--- src/common/file_reg_alu_defines.svh ---
// Constants for the file-register ALU datapath
`ifndef FILE_REG_ALU_DEFINES_SVH
`define FILE_REG_ALU_DEFINES_SVH

`define DATA_W            8
`define ADDR_W            7
`define FILE_ADDR_MAX     7'h7F
`define DEST_ACC          1'h0
`define DEST_FILE         1'h1
`define ACC_RESET         8'h00
`define SHIFT_MSB         7
`define OP_W              3
`define SKIP_CYCLES       2
`define NORMAL_CYCLES     1
`define REG_CTRL          2'h0
`define REG_ACC           2'h1
`define REG_FLAGS         2'h2
`define REG_COUNT         2'h3
`define FLAG_ZERO_BIT     0
`define FLAG_CARRY_BIT    1
`define FLAG_SKIP_BIT     2
`define CTRL_KEEP_BIT     0

`endif

--- src/common/file_reg_alu_pkg.sv ---
// Types for the file-register ALU datapath
package file_reg_alu_pkg;
   typedef enum logic [2:0] {
      op_none,
      increment_file_op,
      increment_skip_zero_op,
      or_literal_op,
      or_file_op,
      shift_left_logical_op,
      move_file_op
   } alu_op_t;
endpackage

--- src/alu_core.sv ---
// Combinational result and flag generator
`timescale 1ns/1ps
`include "file_reg_alu_defines.svh"
module alu_core #(
   parameter int WIDTH = `DATA_W
) (
   input  wire file_reg_alu_pkg::alu_op_t op,
   input  wire logic [WIDTH-1:0]          acc,
   input  wire logic [WIDTH-1:0]          file_data,
   input  wire logic [WIDTH-1:0]          literal,
   output logic      [WIDTH-1:0]          result,
   output logic                           carry_out,
   output logic                           zero_out,
   output logic                           zero_valid,
   output logic                           carry_valid
);
   initial begin
      if (WIDTH < 2) $error("alu_core: WIDTH too small");
   end

   always_comb begin
      result      = file_data;
      carry_out   = 1'b0;
      zero_valid  = 1'b1;
      carry_valid = 1'b0;
      case (op)
         file_reg_alu_pkg::increment_file_op: begin
            result = file_data + 1'b1;
         end
         file_reg_alu_pkg::increment_skip_zero_op: begin
            result     = file_data + 1'b1;
            zero_valid = 1'b0;
         end
         file_reg_alu_pkg::or_literal_op: begin
            result = acc | literal;
         end
         file_reg_alu_pkg::or_file_op: begin
            result = acc | file_data;
         end
         file_reg_alu_pkg::shift_left_logical_op: begin
            carry_out   = file_data[WIDTH-1];
            result      = {file_data[WIDTH-2:0], 1'b0};
            carry_valid = 1'b1;
         end
         file_reg_alu_pkg::move_file_op: begin
            result = file_data;
         end
         default: begin
            zero_valid = 1'b0;
         end
      endcase
      zero_out = (result == '0);
   end
endmodule

--- src/file_reg_alu_ops.sv ---
// Execution datapath for increment, OR, shift and move instructions
//
// The implementer's own choices: the address-and-strobe port and the address map.
`timescale 1ns/1ps
`include "file_reg_alu_defines.svh"
module file_reg_alu_ops #(
   parameter int WIDTH  = `DATA_W,
   parameter int AWIDTH = `ADDR_W
) (
   input  wire logic                          clk,
   input  wire logic                          rst_n,
   input  wire logic                          exec,
   input  wire file_reg_alu_pkg::alu_op_t     op,
   input  wire logic                          dest_sel,
   input  wire logic [AWIDTH-1:0]             file_addr,
   input  wire logic [WIDTH-1:0]              file_rdata,
   input  wire logic [WIDTH-1:0]              literal,
   output logic      [AWIDTH-1:0]             file_raddr,
   output logic                               file_we,
   output logic      [AWIDTH-1:0]             file_waddr,
   output logic      [WIDTH-1:0]              file_wdata,
   output logic      [WIDTH-1:0]              acc,
   output logic                               zero_flag,
   output logic                               carry_flag,
   output logic                               skip_nop,
   output logic                               exec_ready,
   input  wire logic [1:0]                    reg_addr,
   input  wire logic [WIDTH-1:0]              reg_wdata,
   input  wire logic                          reg_wr,
   input  wire logic                          reg_rd,
   output logic      [WIDTH-1:0]              reg_rdata
);
   initial begin
      if (WIDTH != `DATA_W) $error("file_reg_alu_ops: WIDTH must be 8");
      if (AWIDTH != `ADDR_W) $error("file_reg_alu_ops: AWIDTH must be 7");
   end

   logic [WIDTH-1:0] result;
   logic             alu_carry;
   logic             alu_zero;
   logic             zero_valid;
   logic             carry_valid;
   logic             in_skip;
   logic             busy;
   logic             run;
   logic             keep_acc;
   logic [WIDTH-1:0] exec_count;
   logic             dest_file;

   // Read address goes straight through; file data is valid in the same cycle
   assign file_raddr = file_addr;

   alu_core #(
      .WIDTH(WIDTH)
   ) u_core (
      .op          (op),
      .acc         (acc),
      .file_data   (file_rdata),
      .literal     (literal),
      .result      (result),
      .carry_out   (alu_carry),
      .zero_out    (alu_zero),
      .zero_valid  (zero_valid),
      .carry_valid (carry_valid)
   );

   skip_ctrl u_skip (
      .clk      (clk),
      .rst_n    (rst_n),
      .exec     (run),
      .skip_req (op == file_reg_alu_pkg::increment_skip_zero_op && alu_zero),
      .in_skip  (in_skip),
      .busy     (busy)
   );

   // Instruction in the nop slot is discarded, not executed
   assign run        = exec && !in_skip;
   assign exec_ready = !busy;
   assign skip_nop   = in_skip;

   // Literal OR always targets the accumulator
   assign dest_file = (op != file_reg_alu_pkg::or_literal_op) && (dest_sel == `DEST_FILE);

   always_ff @(posedge clk) begin
      if (!rst_n) begin
         acc <= `ACC_RESET;
      end else if (reg_wr && reg_addr == `REG_ACC) begin
         acc <= reg_wdata;
      end else if (run && op != file_reg_alu_pkg::op_none && !dest_file && !keep_acc) begin
         acc <= result;
      end
   end

   always_ff @(posedge clk) begin
      if (!rst_n) begin
         file_we    <= 1'b0;
         file_waddr <= '0;
         file_wdata <= '0;
      end else begin
         file_we <= run && op != file_reg_alu_pkg::op_none && dest_file;
         if (run && dest_file) begin
            file_waddr <= file_addr;
            file_wdata <= result;
         end
      end
   end

   always_ff @(posedge clk) begin
      if (!rst_n) begin
         zero_flag <= 1'b0;
      end else if (reg_wr && reg_addr == `REG_FLAGS) begin
         zero_flag <= reg_wdata[`FLAG_ZERO_BIT];
      end else if (run && zero_valid) begin
         zero_flag <= alu_zero;
      end
   end

   always_ff @(posedge clk) begin
      if (!rst_n) begin
         carry_flag <= 1'b0;
      end else if (reg_wr && reg_addr == `REG_FLAGS) begin
         carry_flag <= reg_wdata[`FLAG_CARRY_BIT];
      end else if (run && carry_valid) begin
         carry_flag <= alu_carry;
      end
   end

   // Control: a set keep bit stops instructions updating the accumulator; a REG_ACC write still loads it (debug hold)
   always_ff @(posedge clk) begin
      if (!rst_n) begin
         keep_acc <= 1'b0;
      end else if (reg_wr && reg_addr == `REG_CTRL) begin
         keep_acc <= reg_wdata[`CTRL_KEEP_BIT];
      end
   end

   // Wraps silently; only a coarse activity indicator
   always_ff @(posedge clk) begin
      if (!rst_n) begin
         exec_count <= '0;
      end else if (run && op != file_reg_alu_pkg::op_none) begin
         exec_count <= exec_count + 1'b1;
      end
   end

   always_ff @(posedge clk) begin
      if (!rst_n) begin
         reg_rdata <= '0;
      end else if (reg_rd) begin
         case (reg_addr)
            `REG_CTRL:  reg_rdata <= {{(WIDTH-1){1'b0}}, keep_acc};
            `REG_ACC:   reg_rdata <= acc;
            `REG_FLAGS: reg_rdata <= {{(WIDTH-3){1'b0}}, in_skip, carry_flag, zero_flag};
            `REG_COUNT: reg_rdata <= exec_count;
            default:    reg_rdata <= '0;
         endcase
      end else begin
         reg_rdata <= '0;
      end
   end
endmodule

--- src/skip_ctrl.sv ---
// Skip-cycle sequencer for increment-and-skip
`timescale 1ns/1ps
module skip_ctrl (
   input  wire logic clk,
   input  wire logic rst_n,
   input  wire logic exec,
   input  wire logic skip_req,
   output logic      in_skip,
   output logic      busy
);
   typedef enum {st_run, st_nop} skip_state_t;
   skip_state_t state;

   always_ff @(posedge clk) begin
      if (!rst_n) begin
         state <= st_run;
      end else begin
         case (state)
            st_run:  state <= (exec && skip_req) ? st_nop : st_run;
            st_nop:  state <= st_run;
            default: state <= st_run;
         endcase
      end
   end

   assign in_skip = (state == st_nop);
   assign busy    = in_skip;
endmodule
--- config.mk ---
export PLATFORM = sky130hd
export DESIGN_NAME = file_reg_alu_ops
export DESIGN_NICKNAME = d
export VERILOG_FILES = /design/src/common/file_reg_alu_pkg.sv /design/src/alu_core.sv /design/src/file_reg_alu_ops.sv /design/src/skip_ctrl.sv
export VERILOG_INCLUDE_DIRS = /design/src /design/src/common
export SDC_FILE = /design/constraint.sdc
export NUM_CORES = 1
export LEC_CHECK = 0
export BUFFER_PORTS_ARGS = -buffer_cell sky130_fd_sc_hd__buf_2
export CORE_ASPECT_RATIO = 1.1
export CORE_MARGIN = 5
export CORE_UTILIZATION = 45
export DETAILED_ROUTE_END_ITERATION = 10
export MAX_ROUTING_LAYER = met4
export PLACE_DENSITY = 0.75
export SYNTH_ARGS = -nofsm -noshare
export SYNTH_HDL_FRONTEND = slang
export SYNTH_SLANG_ARGS = --single-unit
--- constraint.sdc ---
create_clock -name clk -period 1.53 [get_ports clk]
set_input_delay 0.153 -clock clk [delete_from_list [all_inputs] [get_ports clk]]
set_output_delay 0.153 -clock clk [all_outputs]
set_load 0.1 [all_outputs]
# Word-level counts from Yosys, hierarchy flattened
# Cells that the tools add are included.
totals:
  regBits: 75
  inputBits: 42
  output_inout_bits: 43
  word_cells: 65
classes:
  add_sub_neg: 2
  n_eq_ne: 11
  n_mux: 12
  bitwise_logic: 2
  reduce_logical: 28
ops:
  columns: ["op", "count"]
  rows:
  - ["$pmux 8 s4", 2]
  - ["$eq 32x2->1 const B", 1]
  - ["$logic_not 32->1", 1]
  - ["$add 8x1->8 const B", 2]
  - ["$mux 8", 2]
  - ["$or 8x8->8", 2]
  - ["$logic_and 1x1->1", 14]
  - ["$eq 3x3->1 const B", 3]
  - ["$logic_not 8->1", 1]
  - ["$mux 1", 8]
  - ["$eq 3x2->1 const B", 2]
  - ["$reduce_bool 2->1", 3]
  - ["$reduce_or 5->1", 1]
  - ["$eq 2x2->1 const B", 2]
  - ["$reduce_and 2->1", 2]
  - ["$eq 3x1->1 const B", 1]
  - ["$logic_not 1->1", 3]
  - ["$ne 3x2->1 const B", 1]
  - ["$reduce_bool 3->1", 1]
  - ["$eq 2x1->1 const B", 1]
  - ["$logic_not 2->1", 1]
  - ["$reduce_or 2->1", 1]

# Depth between registers and ports, before layout
# Gate-level depths: netlist of run 1.
depth:
  word_depth: 8
  depth_mapped: 8
  depth_no_buf: 7

# By module
# Synthesis of run 1 repeated with hierarchy kept, for this count alone.
hier_totals:
  hier_cells: 317
  hier_area_um2: 2745.1
by_module_without_submodules:
  columns: ["mod", "instances", "cells_each", "area_per_inst_um2", "seq_area_each_um2"]
  rows:
  - ["file_reg_alu_ops", 1, 194, 1935.6, 860.8]
  - ["alu_core", 1, 120, 772.0, 0.0]
  - ["skip_ctrl", 1, 3, 37.5, 20.0]

# Worst setup path after synthesis of run 1
# No wires, ideal clock.
synth_path:
  kind: "register to register"
  start: "register u_skip.state[0]"
  end: "register reg_rdata[2]"
  t_arrival_ns: 2.177
  setup_slack_ns: -0.715
  path_stages_with_launch: 5
  path_cell_list: "dfxtp_1 > inv_1 > o21ai_0 > a22oi_1 > nor2_1"
synth_between:
  elab_chain_len: 2
synth_rtl:
  columns: ["item", "line_no", "rtl"]
  rows:
  - ["start: declaration", "skip_ctrl.sv:12", "skip_state_t state;"]
  - ["start signal: assignment", "skip_ctrl.sv:16", "state <= st_run;"]
  - ["start signal: assignment", "skip_ctrl.sv:19", "st_run: state <= (exec && skip_req) ? st_nop : st_run;"]
  - ["start signal: assignment", "skip_ctrl.sv:20", "st_nop: state <= st_run;"]
  - ["$eq 32x2->1", "skip_ctrl.sv:26", "assign in_skip = (state == st_nop);"]
  - ["$pmux 8 s4", "file_reg_alu_ops.sv:150", "case (reg_addr)"]
  - ["end signal: assignment", "file_reg_alu_ops.sv:151", "`REG_CTRL: reg_rdata <= {{(WIDTH-1){1'b0}}, keep_acc};"]
  - ["end signal: assignment", "file_reg_alu_ops.sv:153", "`REG_FLAGS: reg_rdata <= {{(WIDTH-3){1'b0}}, in_skip, carry_flag, zero_flag};"]
  - ["end signal: assignment", "file_reg_alu_ops.sv:154", "`REG_COUNT: reg_rdata <= exec_count;"]
  - ["end: declaration", "file_reg_alu_ops.sv:31", "output logic [WIDTH-1:0] reg_rdata"]
# No other way between the ends.
# A chain may end at the register's enable or synchronous reset.

# Worst setup path in the final report of run 1
layout_path:
  start: "register acc[0]"
  end: "register zero_flag"
layout_between:
  elab_chain_len: 5
  elab_cells_between_ends: 6
layout_rtl:
  columns: ["item", "line_no", "rtl"]
  rows:
  - ["start: declaration", "file_reg_alu_ops.sv:22", "output logic [WIDTH-1:0] acc,"]
  - ["start signal: assignment", "file_reg_alu_ops.sv:86", "acc <= `ACC_RESET;"]
  - ["start signal: assignment", "file_reg_alu_ops.sv:88", "acc <= reg_wdata;"]
  - ["start signal: assignment", "file_reg_alu_ops.sv:90", "acc <= result;"]
  - ["$or 8x8->8, on equally long branches", "alu_core.sv:38, alu_core.sv:35", null]
  - ["$pmux 8 s4 *", "alu_core.sv:26", "case (op)"]
  - ["$logic_not 8->1 *", "alu_core.sv:52", "zero_out = (result == '0);"]
  - ["$mux 1 *", "file_reg_alu_ops.sv:113", "end else if (run && zero_valid) begin"]
  - ["$mux 1 *", "file_reg_alu_ops.sv:111", "end else if (reg_wr && reg_addr == `REG_FLAGS) begin"]
  - ["end signal: assignment", "file_reg_alu_ops.sv:112", "zero_flag <= reg_wdata[`FLAG_ZERO_BIT];"]
  - ["end signal: assignment", "file_reg_alu_ops.sv:114", "zero_flag <= alu_zero;"]
  - ["end: declaration", "file_reg_alu_ops.sv:23", "output logic zero_flag,"]
# Mark *: on every way between the ends. The rest lies on a longest branch, timed or not. The select of a mux whose other input is x is not followed.

==> flow_results.xml, run 1 <==
<?xml version="1.0" encoding="UTF-8"?>
<metrics>
  <group name="route">
    <metric name="drt_iter0_markers" unit="">127</metric>
    <metric name="route.detailed.vias_per_inst" unit="">5.25</metric>
    <metric name="via_count" unit="">2689</metric>
    <metric name="route.antenna.remaining_nets" unit="">0</metric>
    <metric name="wl_per_cell" unit="microns">14.7</metric>
    <metric name="drt_drc_violations_left" unit="">0</metric>
    <metric name="drt_pass_1_iters" unit="">4</metric>
    <metric name="postRouteWirelength" unit="microns">7510</metric>
  </group>
  <group name="global_routing">
    <metric name="global_route.overflow_total" unit="">0</metric>
    <metric name="first_global_vias" unit="">2567</metric>
    <metric name="groute.usage.overall" unit="">0.223</metric>
    <metric name="pin_count_of_the_biggest_net_entering_global_routing" unit="">21</metric>
    <metric name="grt_antenna_before_repair" unit="">0</metric>
    <metric name="global_route_wire_length_before_repair" unit="microns">12100</metric>
  </group>
  <group name="power">
    <metric name="worst_ir_drop_vdd" unit="V">0.000545</metric>
    <metric name="cellLeakagePower" unit="nW">1.75</metric>
    <metric name="power_per_cell_area" unit="mW/mm^2">920</metric>
  </group>
  <group name="cts">
    <metric name="cts_tree" unit="">done</metric>
    <metric name="cts_max_level" unit="">2</metric>
    <metric name="numCtsBuffers" unit="">5</metric>
    <metric name="clock_tree.root_cell" unit="">sky130_fd_sc_hd__clkbuf_8</metric>
    <metric name="max-clock-path-buffers" unit="">2</metric>
    <metric name="clk_pin_slew_worst_paths" unit="ns">0.10</metric>
    <metric name="cts.sinks" unit="">44</metric>
    <metric name="clock_insertion_delay_at_the_later_pin_of_the_skew_report" unit="ns">0.31</metric>
  </group>
  <group name="logic_synthesis">
    <metric name="synth_seq_area_share" unit="">0.343</metric>
    <metric name="ys_dominant_reg_cell" unit="">sky130_fd_sc_hd__dfxtp_1</metric>
    <metric name="synth.avg_cell_area" unit="sq um">8.29</metric>
    <metric name="synth-warning-count" unit="">0</metric>
    <metric name="yosys-mux-area-fraction" unit="">0.0565</metric>
    <metric name="largest_family_of_logic_cells_by_synthesized_area" unit="">compound AO/OA/AOI/OAI gates</metric>
    <metric name="cell_variety_after_synth" unit="">56</metric>
    <metric name="syn_inst" unit="">310</metric>
    <metric name="complex_gate_fraction_of_the_synthesized_area" unit="">0.245</metric>
    <metric name="synth-edff-count" unit="">0</metric>
    <metric name="synth.net_count" unit="">354</metric>
    <metric name="synth_top_cells_by_area" unit="">sky130_fd_sc_hd__dfxtp_1 34%, sky130_fd_sc_hd__nand2_1 7.0%, sky130_fd_sc_hd__mux2i_1 3.9%</metric>
    <metric name="synthAdderAreaFrac" unit="">0.00974</metric>
    <metric name="synth_top_cell_by_area" unit="">sky130_fd_sc_hd__dfxtp_1</metric>
    <metric name="post_synth_xor_area_fraction" unit="">0.0409</metric>
    <metric name="synthSimpleGateAreaFrac" unit="">0.236</metric>
    <metric name="ys_async_sr_fraction" unit="">0</metric>
    <metric name="syn_area" unit="sq mm">0.00257</metric>
    <metric name="synth_top_cell_area_share" unit="">0.343</metric>
    <metric name="synth.ff_latch_count" unit="">44</metric>
  </group>
  <group name="worst_hold_path">
    <metric name="min_path_type" unit="">input pin to flop</metric>
  </group>
  <group name="placed_design">
    <metric name="dp_slack" unit="ns">-0.261</metric>
    <metric name="placedCellCount" unit="">502</metric>
    <metric name="port-buffer-count" unit="">84</metric>
    <metric name="hpwl" unit="microns">5990</metric>
    <metric name="finalWeightedCongestion" unit="">0.887</metric>
    <metric name="detailed_place.area" unit="sq mm">0.00345</metric>
  </group>
  <group name="die">
    <metric name="design.core.area" unit="sq mm">0.00547</metric>
    <metric name="placement_rows" unit="">28</metric>
    <metric name="dieArea" unit="sq mm">0.00732</metric>
    <metric name="floorplan.die.width" unit="microns">82.1</metric>
    <metric name="initial_utilization" unit="">0.470</metric>
    <metric name="design.portCount" unit="">85</metric>
    <metric name="floorplan.die.height" unit="microns">89.3</metric>
  </group>
  <group name="layout">
    <metric name="final_nets" unit="">480</metric>
    <metric name="layout-area-overhead-vs-synth" unit="%">40.5</metric>
    <metric name="final_util" unit="">0.660</metric>
    <metric name="drive_gt1_frac" unit="">0.403</metric>
    <metric name="number_of_inserted_diodes" unit="">0</metric>
    <metric name="stdcell_count" unit="">512</metric>
    <metric name="layout.cell_area.non_filler" unit="sq mm">0.00361</metric>
  </group>
  <group name="critical_path">
    <metric name="critical_path.endpoint_type" unit="">flop</metric>
    <metric name="path_class" unit="">flop to flop</metric>
    <metric name="critical_path.startpoint_type" unit="">flop</metric>
    <metric name="worst_ep_required_time" unit="ns">1.76</metric>
    <metric name="cp_max_fo" unit="">2</metric>
    <metric name="critical_path_arrival" unit="ns">1.70</metric>
  </group>
  <group name="status">
    <metric name="status" unit="">completed</metric>
  </group>
  <group name="sta">
    <metric name="timing.final.crit_share" unit="">0.967</metric>
    <metric name="hold_viol_final" unit="">0</metric>
    <metric name="drv_slew" unit="">0</metric>
    <metric name="maxSlewHeadroom" unit="">0.673</metric>
    <metric name="worst_slew_pin_slew" unit="ns">0.493</metric>
    <metric name="final.min_clock_period" unit="ns">1.48</metric>
    <metric name="setup_violation_total_in_the_final_timing_report" unit="">0</metric>
    <metric name="hold-worst-slack" unit="ns">0.0836</metric>
    <metric name="grt_setup_unrepaired" unit="">true</metric>
    <metric name="layout_setup_ws" unit="ns">0.0511</metric>
    <metric name="clock-skew-final" unit="ns">0.0112</metric>
    <metric name="fmaxAchievable" unit="MHz">676</metric>
  </group>
  <group name="flow_run">
    <metric name="maxCapViolations" unit="">0</metric>
  </group>
</metrics>
==> synth_stat cells, types with 9 or more instances <==
master                      n
sky130_fd_sc_hd__a21boi_0  13
sky130_fd_sc_hd__and2_1    11
sky130_fd_sc_hd__buf_4     10
sky130_fd_sc_hd__clkbuf_1  10
sky130_fd_sc_hd__dfxtp_1   44
sky130_fd_sc_hd__inv_1      9
sky130_fd_sc_hd__mux2i_1   10
sky130_fd_sc_hd__nand2_1   48
sky130_fd_sc_hd__nor2_1    21
sky130_fd_sc_hd__o211a_1   10
sky130_fd_sc_hd__o21ai_0   16
==> sequential cells by signal (all words and copies together) (netlist names) <==
register,count
exec_count,8
zero_flag,1
u_skip.state,1
reg_rdata,8
file_waddr,7
carry_flag,1
acc,8
file_we,1
keep_acc,1
file_wdata,8
==> placed cells by master, fill, tap and decap left out, types with 8 or more instances in the layout <==
cell                       netlist  layout
sky130_fd_sc_hd__a21boi_0       13      13
sky130_fd_sc_hd__a21oi_1         8       8
sky130_fd_sc_hd__and2_1         11      10
sky130_fd_sc_hd__buf_2           4      82
sky130_fd_sc_hd__buf_4          10      57
sky130_fd_sc_hd__dfxtp_1        44      35
sky130_fd_sc_hd__inv_1           9       8
sky130_fd_sc_hd__mux2i_1        10      10
sky130_fd_sc_hd__nand2_1        48      48
sky130_fd_sc_hd__nor2_1         21      19
sky130_fd_sc_hd__nor2b_1         8       8
sky130_fd_sc_hd__o211a_1        10      10
sky130_fd_sc_hd__o21ai_0        16      16
==> per-stage QoR <==
| step | total power [mW] | setup TNS, ns |
|---|---|---|
| after floorplan | 2.04 | -0.134 |
| after global placement | 2.38 | -2.71 |
| after detailed placement | 2.39 | -3.04 |
| after CTS | 3.32 | 0 |
| after global routing | 3.47 | -0.0582 |
| final | 3.32 | 0 |
==> metal layers <==
metal  global-route usage  share of wire  vias up
met5                    -              0        -
met4               0.0695          0.018        0
met3               0.0433          0.076       13
met2                0.370           0.48       93
met1                0.273           0.42     1241
li1                     -              -     1342
==> power breakdown <==
group / total (mW) / internal (mW) / switching [mW]
sequential: 1.25 / 1.20 / 0.0471
combinational: 1.13 / 0.380 / 0.754
clock: 0.936 / 0.494 / 0.442
total: 3.32 / 2.08 / 1.24
==> final timing paths <==
| kind | startpoint | to | depth (start not counted) | slack, ns |
|---|---|---|---|---|
| worst max-delay path | acc[0]$_SDFFE_PN0P_ | zero_flag$_SDFFE_PN0P_ | 4 | 0.05 |
| worst min-delay path | reg_wdata[5] | acc[5]$_SDFFE_PN0P_ | 3 | 0.08 |
| worst max register to register | acc[0]$_SDFFE_PN0P_ | zero_flag$_SDFFE_PN0P_ | 4 | 0.05 |
| worst min register to register | file_wdata[0]$_SDFFE_PN0P_ | file_wdata[0]$_SDFFE_PN0P_ | 2 | 0.46 |
==> worst max-delay path, stage by stage, from the launching register on <==
cell,delay (ns)
sky130_fd_sc_hd__dfxtp_4,0.36
sky130_fd_sc_hd__a221o_1,0.38
sky130_fd_sc_hd__nor4b_2,0.22
sky130_fd_sc_hd__nand4_1,0.17
sky130_fd_sc_hd__o31ai_1,0.27
==> what timing repair did <==
item,4_1_cts,5_1_grt
resized for setup,0,9
hold buffers,0,0
pin swaps,0,3
buffers inserted,1,1
endpoints found under the hold margin,0,0
setup endpoints to repair,1,5
==> final cells by class <==
class,count,area (sq um)
sequential,44,897
clock inverter,3,45.0
timing repair buffer,144,917
fill,485,1860
multi-input combinational,232,1550
clock buffer,5,68.8
inverter,9,37.5
tap,75,93.8
==> cells by family (layout without fill, tap and decap cells) <==
kind of cell	count (synthesis)	count (layout)
xor+xnor	12	12
flops	44	44
compound gates	84	84
simple gates	121	121
fa+ha+maj	2	2
buf+inv	34	161
mux	13	13
Note: power is estimated with default switching activity, not from simulation.
==> inputs of run 2 (changes only) <==
--- a/config.mk
+++ b/config.mk
@@ -8,7 +8,7 @@
 export LEC_CHECK = 0
 export BUFFER_PORTS_ARGS = -buffer_cell sky130_fd_sc_hd__buf_2
 export CORE_ASPECT_RATIO = 1.1
-export CORE_MARGIN = 5
+export CORE_MARGIN = 2
 export CORE_UTILIZATION = 45
 export DETAILED_ROUTE_END_ITERATION = 10
 export MAX_ROUTING_LAYER = met4
==> run 2 against run 1 <==
Sequential power barely moved. Critical endpoint unchanged. Global-route usage rose by 2.2 points. Sequential share of layout area rose by 0.47 points. Clock-buffer cell count rose by 2. Power fell by 6.7%. Largest cell class unchanged. Highest routed layer unchanged. Clock skew rose by 0.0015 ns. Critical path depth rose by 3. Hold slack improved by 0.0039 ns. Register-to-register slack got worse by 0.03 ns. Cell area fell by 1.9%.
==> flow_results.xml, run 2 (synthesized netlist as in run 1, its figures left out) <==
<?xml version="1.0" encoding="UTF-8"?>
<metrics>
  <group name="sta">
    <metric name="timing.final.crit_share" unit="">0.990</metric>
    <metric name="setup_violation_total_in_the_final_timing_report" unit="">0</metric>
    <metric name="fmaxAchievable" unit="MHz">660</metric>
    <metric name="drv_slew" unit="">0</metric>
    <metric name="worst_slew_pin_slew" unit="ns">0.500</metric>
    <metric name="layout_setup_ws" unit="ns">0.0149</metric>
    <metric name="grt_setup_unrepaired" unit="">true</metric>
    <metric name="final.min_clock_period" unit="ns">1.52</metric>
    <metric name="clock-skew-final" unit="ns">0.0128</metric>
    <metric name="hold-worst-slack" unit="ns">0.0875</metric>
    <metric name="maxSlewHeadroom" unit="">0.665</metric>
    <metric name="hold_viol_final" unit="">0</metric>
  </group>
  <group name="layout">
    <metric name="final_util" unit="">0.652</metric>
    <metric name="final_nets" unit="">474</metric>
    <metric name="fillerInstances" unit="">504</metric>
    <metric name="layout-area-overhead-vs-synth" unit="%">37.8</metric>
    <metric name="drive_gt1_frac" unit="">0.394</metric>
    <metric name="final_cell_mix" unit="">82 x sky130_fd_sc_hd__buf_2, 50 x sky130_fd_sc_hd__buf_4, 47 x sky130_fd_sc_hd__nand2_1</metric>
    <metric name="number_of_inserted_diodes" unit="">0</metric>
    <metric name="commonest_non_fill_non_tap_cell_in_the_layout" unit="">sky130_fd_sc_hd__buf_2</metric>
    <metric name="stdcell_count" unit="">506</metric>
  </group>
  <group name="cts">
    <metric name="max-clock-path-buffers" unit="">2</metric>
    <metric name="clock_tree.root_cell" unit="">sky130_fd_sc_hd__clkbuf_8</metric>
    <metric name="clk_pin_slew_worst_paths" unit="ns">0.09</metric>
    <metric name="cts.hold.buffers_added" unit="">0</metric>
    <metric name="numCtsBuffers" unit="">5</metric>
    <metric name="cts.sinks" unit="">44</metric>
    <metric name="cts_tree" unit="">done</metric>
    <metric name="clock_insertion_delay_at_the_later_pin_of_the_skew_report" unit="ns">0.31</metric>
    <metric name="cts_max_level" unit="">2</metric>
  </group>
  <group name="critical_path">
    <metric name="path_class" unit="">input pin to flop</metric>
    <metric name="cp_max_fo" unit="">11</metric>
    <metric name="worst_ep_required_time" unit="ns">1.76</metric>
    <metric name="critical_path_arrival" unit="ns">1.74</metric>
    <metric name="r2r-start" unit="">acc[0]$_SDFFE_PN0P_</metric>
    <metric name="reg2regPathDepth" unit="">4</metric>
    <metric name="critical_path.startpoint" unit="">op[1]</metric>
    <metric name="r2r_slack" unit="ns">0.02</metric>
    <metric name="crit_end" unit="">zero_flag$_SDFFE_PN0P_</metric>
    <metric name="critical_path.startpoint_type" unit="">input pin</metric>
    <metric name="critical_path.endpoint_type" unit="">flop</metric>
    <metric name="r2r-end" unit="">zero_flag$_SDFFE_PN0P_</metric>
  </group>
  <group name="route">
    <metric name="route.antenna.remaining_nets" unit="">0</metric>
    <metric name="drt_pass_1_iters" unit="">4</metric>
    <metric name="route.detailed.vias_per_inst" unit="">5.33</metric>
    <metric name="wl_per_cell" unit="microns">14.9</metric>
    <metric name="postRouteWirelength" unit="microns">7560</metric>
    <metric name="via_count" unit="">2696</metric>
    <metric name="drt_iter0_markers" unit="">170</metric>
    <metric name="drt_drc_violations_left" unit="">0</metric>
  </group>
  <group name="die">
    <metric name="floorplan.die.height" unit="microns">83.3</metric>
    <metric name="initial_utilization" unit="">0.473</metric>
    <metric name="floorplan.die.width" unit="microns">76.1</metric>
    <metric name="design.core.area" unit="sq mm">0.00543</metric>
    <metric name="design.portCount" unit="">85</metric>
    <metric name="dieArea" unit="sq mm">0.00633</metric>
    <metric name="placement_rows" unit="">28</metric>
  </group>
  <group name="status">
    <metric name="status" unit="">completed</metric>
  </group>
  <group name="power">
    <metric name="worst_ir_drop_vdd" unit="V">0.000829</metric>
    <metric name="totalPowerFinal" unit="mW">3.10</metric>
    <metric name="power_per_cell_area" unit="mW/mm^2">874</metric>
    <metric name="cellLeakagePower" unit="nW">1.71</metric>
  </group>
  <group name="global_routing">
    <metric name="first_global_vias" unit="">2578</metric>
    <metric name="grt_antenna_before_repair" unit="">0</metric>
    <metric name="groute.usage.overall" unit="">0.245</metric>
    <metric name="global_route_wire_length_before_repair" unit="microns">12200</metric>
    <metric name="pin_count_of_the_biggest_net_entering_global_routing" unit="">21</metric>
    <metric name="global_route.overflow_total" unit="">0</metric>
  </group>
  <group name="placed_design">
    <metric name="port-buffer-count" unit="">84</metric>
    <metric name="dp_slack" unit="ns">-0.290</metric>
    <metric name="hpwl" unit="microns">5890</metric>
    <metric name="placedCellCount" unit="">495</metric>
    <metric name="finalWeightedCongestion" unit="">0.951</metric>
  </group>
  <group name="flow_run">
    <metric name="maxCapViolations" unit="">0</metric>
  </group>
  <group name="worst_hold_path">
    <metric name="min_path_type" unit="">input pin to flop</metric>
  </group>
</metrics>
## run 2: changes by cell type in the layout (fill, tap and decap cells not counted), sizes merged
cell    change
clkinv      +1
buf         -5
bufinv      -1
clkbuf      +1
inv         -2
## run 2: how the worst min path moves through the flow
stage | start | to | depth (start not counted)
final | file_addr[5] | file_waddr[5]$_SDFFE_PN0P_ | 3
after global routing | file_addr[5] | file_waddr[5]$_SDFFE_PN0P_ | 3
after CTS | reg_wdata[5] | acc[5]$_SDFFE_PN0P_ | 3
after detailed placement | reg_wdata[5] | acc[5]$_SDFFE_PN0P_ | 3
after global placement | reg_wdata[5] | acc[5]$_SDFFE_PN0P_ | 3
after floorplan | reg_wdata[1] | acc[1]$_SDFFE_PN0P_ | 2
## run 2: cell type report
| type | count | area [sq um] | share of cell area |
|---|---|---|---|
| timing repair buffer | 138 | 880 | 0.248 |
| tap | 75 | 93.8 | 0.0265 |
| inverter | 9 | 37.5 | 0.0106 |
| clock inverter | 1 | 5.00 | 0.00141 |
| clock buffer | 7 | 76.3 | 0.0215 |
| sequential | 44 | 897 | 0.253 |
| multi-input combinational | 232 | 1550 | 0.438 |
## run 2: what timing repair did
item	4_1_cts	5_1_grt
gates resized for setup	0	19
setup endpoints to repair	0	9
setup buffers	0	2
## run 2: report_power, final
part           switching, mW  internal [mW]
sequential            0.0476           1.20
clock                  0.392          0.321
combinational          0.760          0.374
## run 2: routing by layer
metal / routed length, microns / track usage / vias to the layer above
met2: 3600 / 0.409 / 85
met5: 0 / - / -
met1: 3370 / 0.295 / 1260
met4: 191 / 0.0810 / 0
met3: 391 / 0.0543 / 17
li1: - / - / 1334
## run 2: worst max-delay path: stages
cell and delay, ns:
sky130_fd_sc_hd__buf_6 0.12, sky130_fd_sc_hd__nor2b_4 0.12, sky130_fd_sc_hd__a22o_1 0.22, sky130_fd_sc_hd__a221o_1 0.39
sky130_fd_sc_hd__nor4b_2 0.28, sky130_fd_sc_hd__nand4_1 0.19, sky130_fd_sc_hd__o31ai_1 0.28
## run 2: stage by stage
step           TNS [ns]  area (sq um)
6_report              0          3540
5_1_grt               0          3540
4_1_cts               0          3480
3_5_place_dp      -2.62          3400
3_3_place_gp      -2.13          3400
2_1_floorplan    -0.134          2610
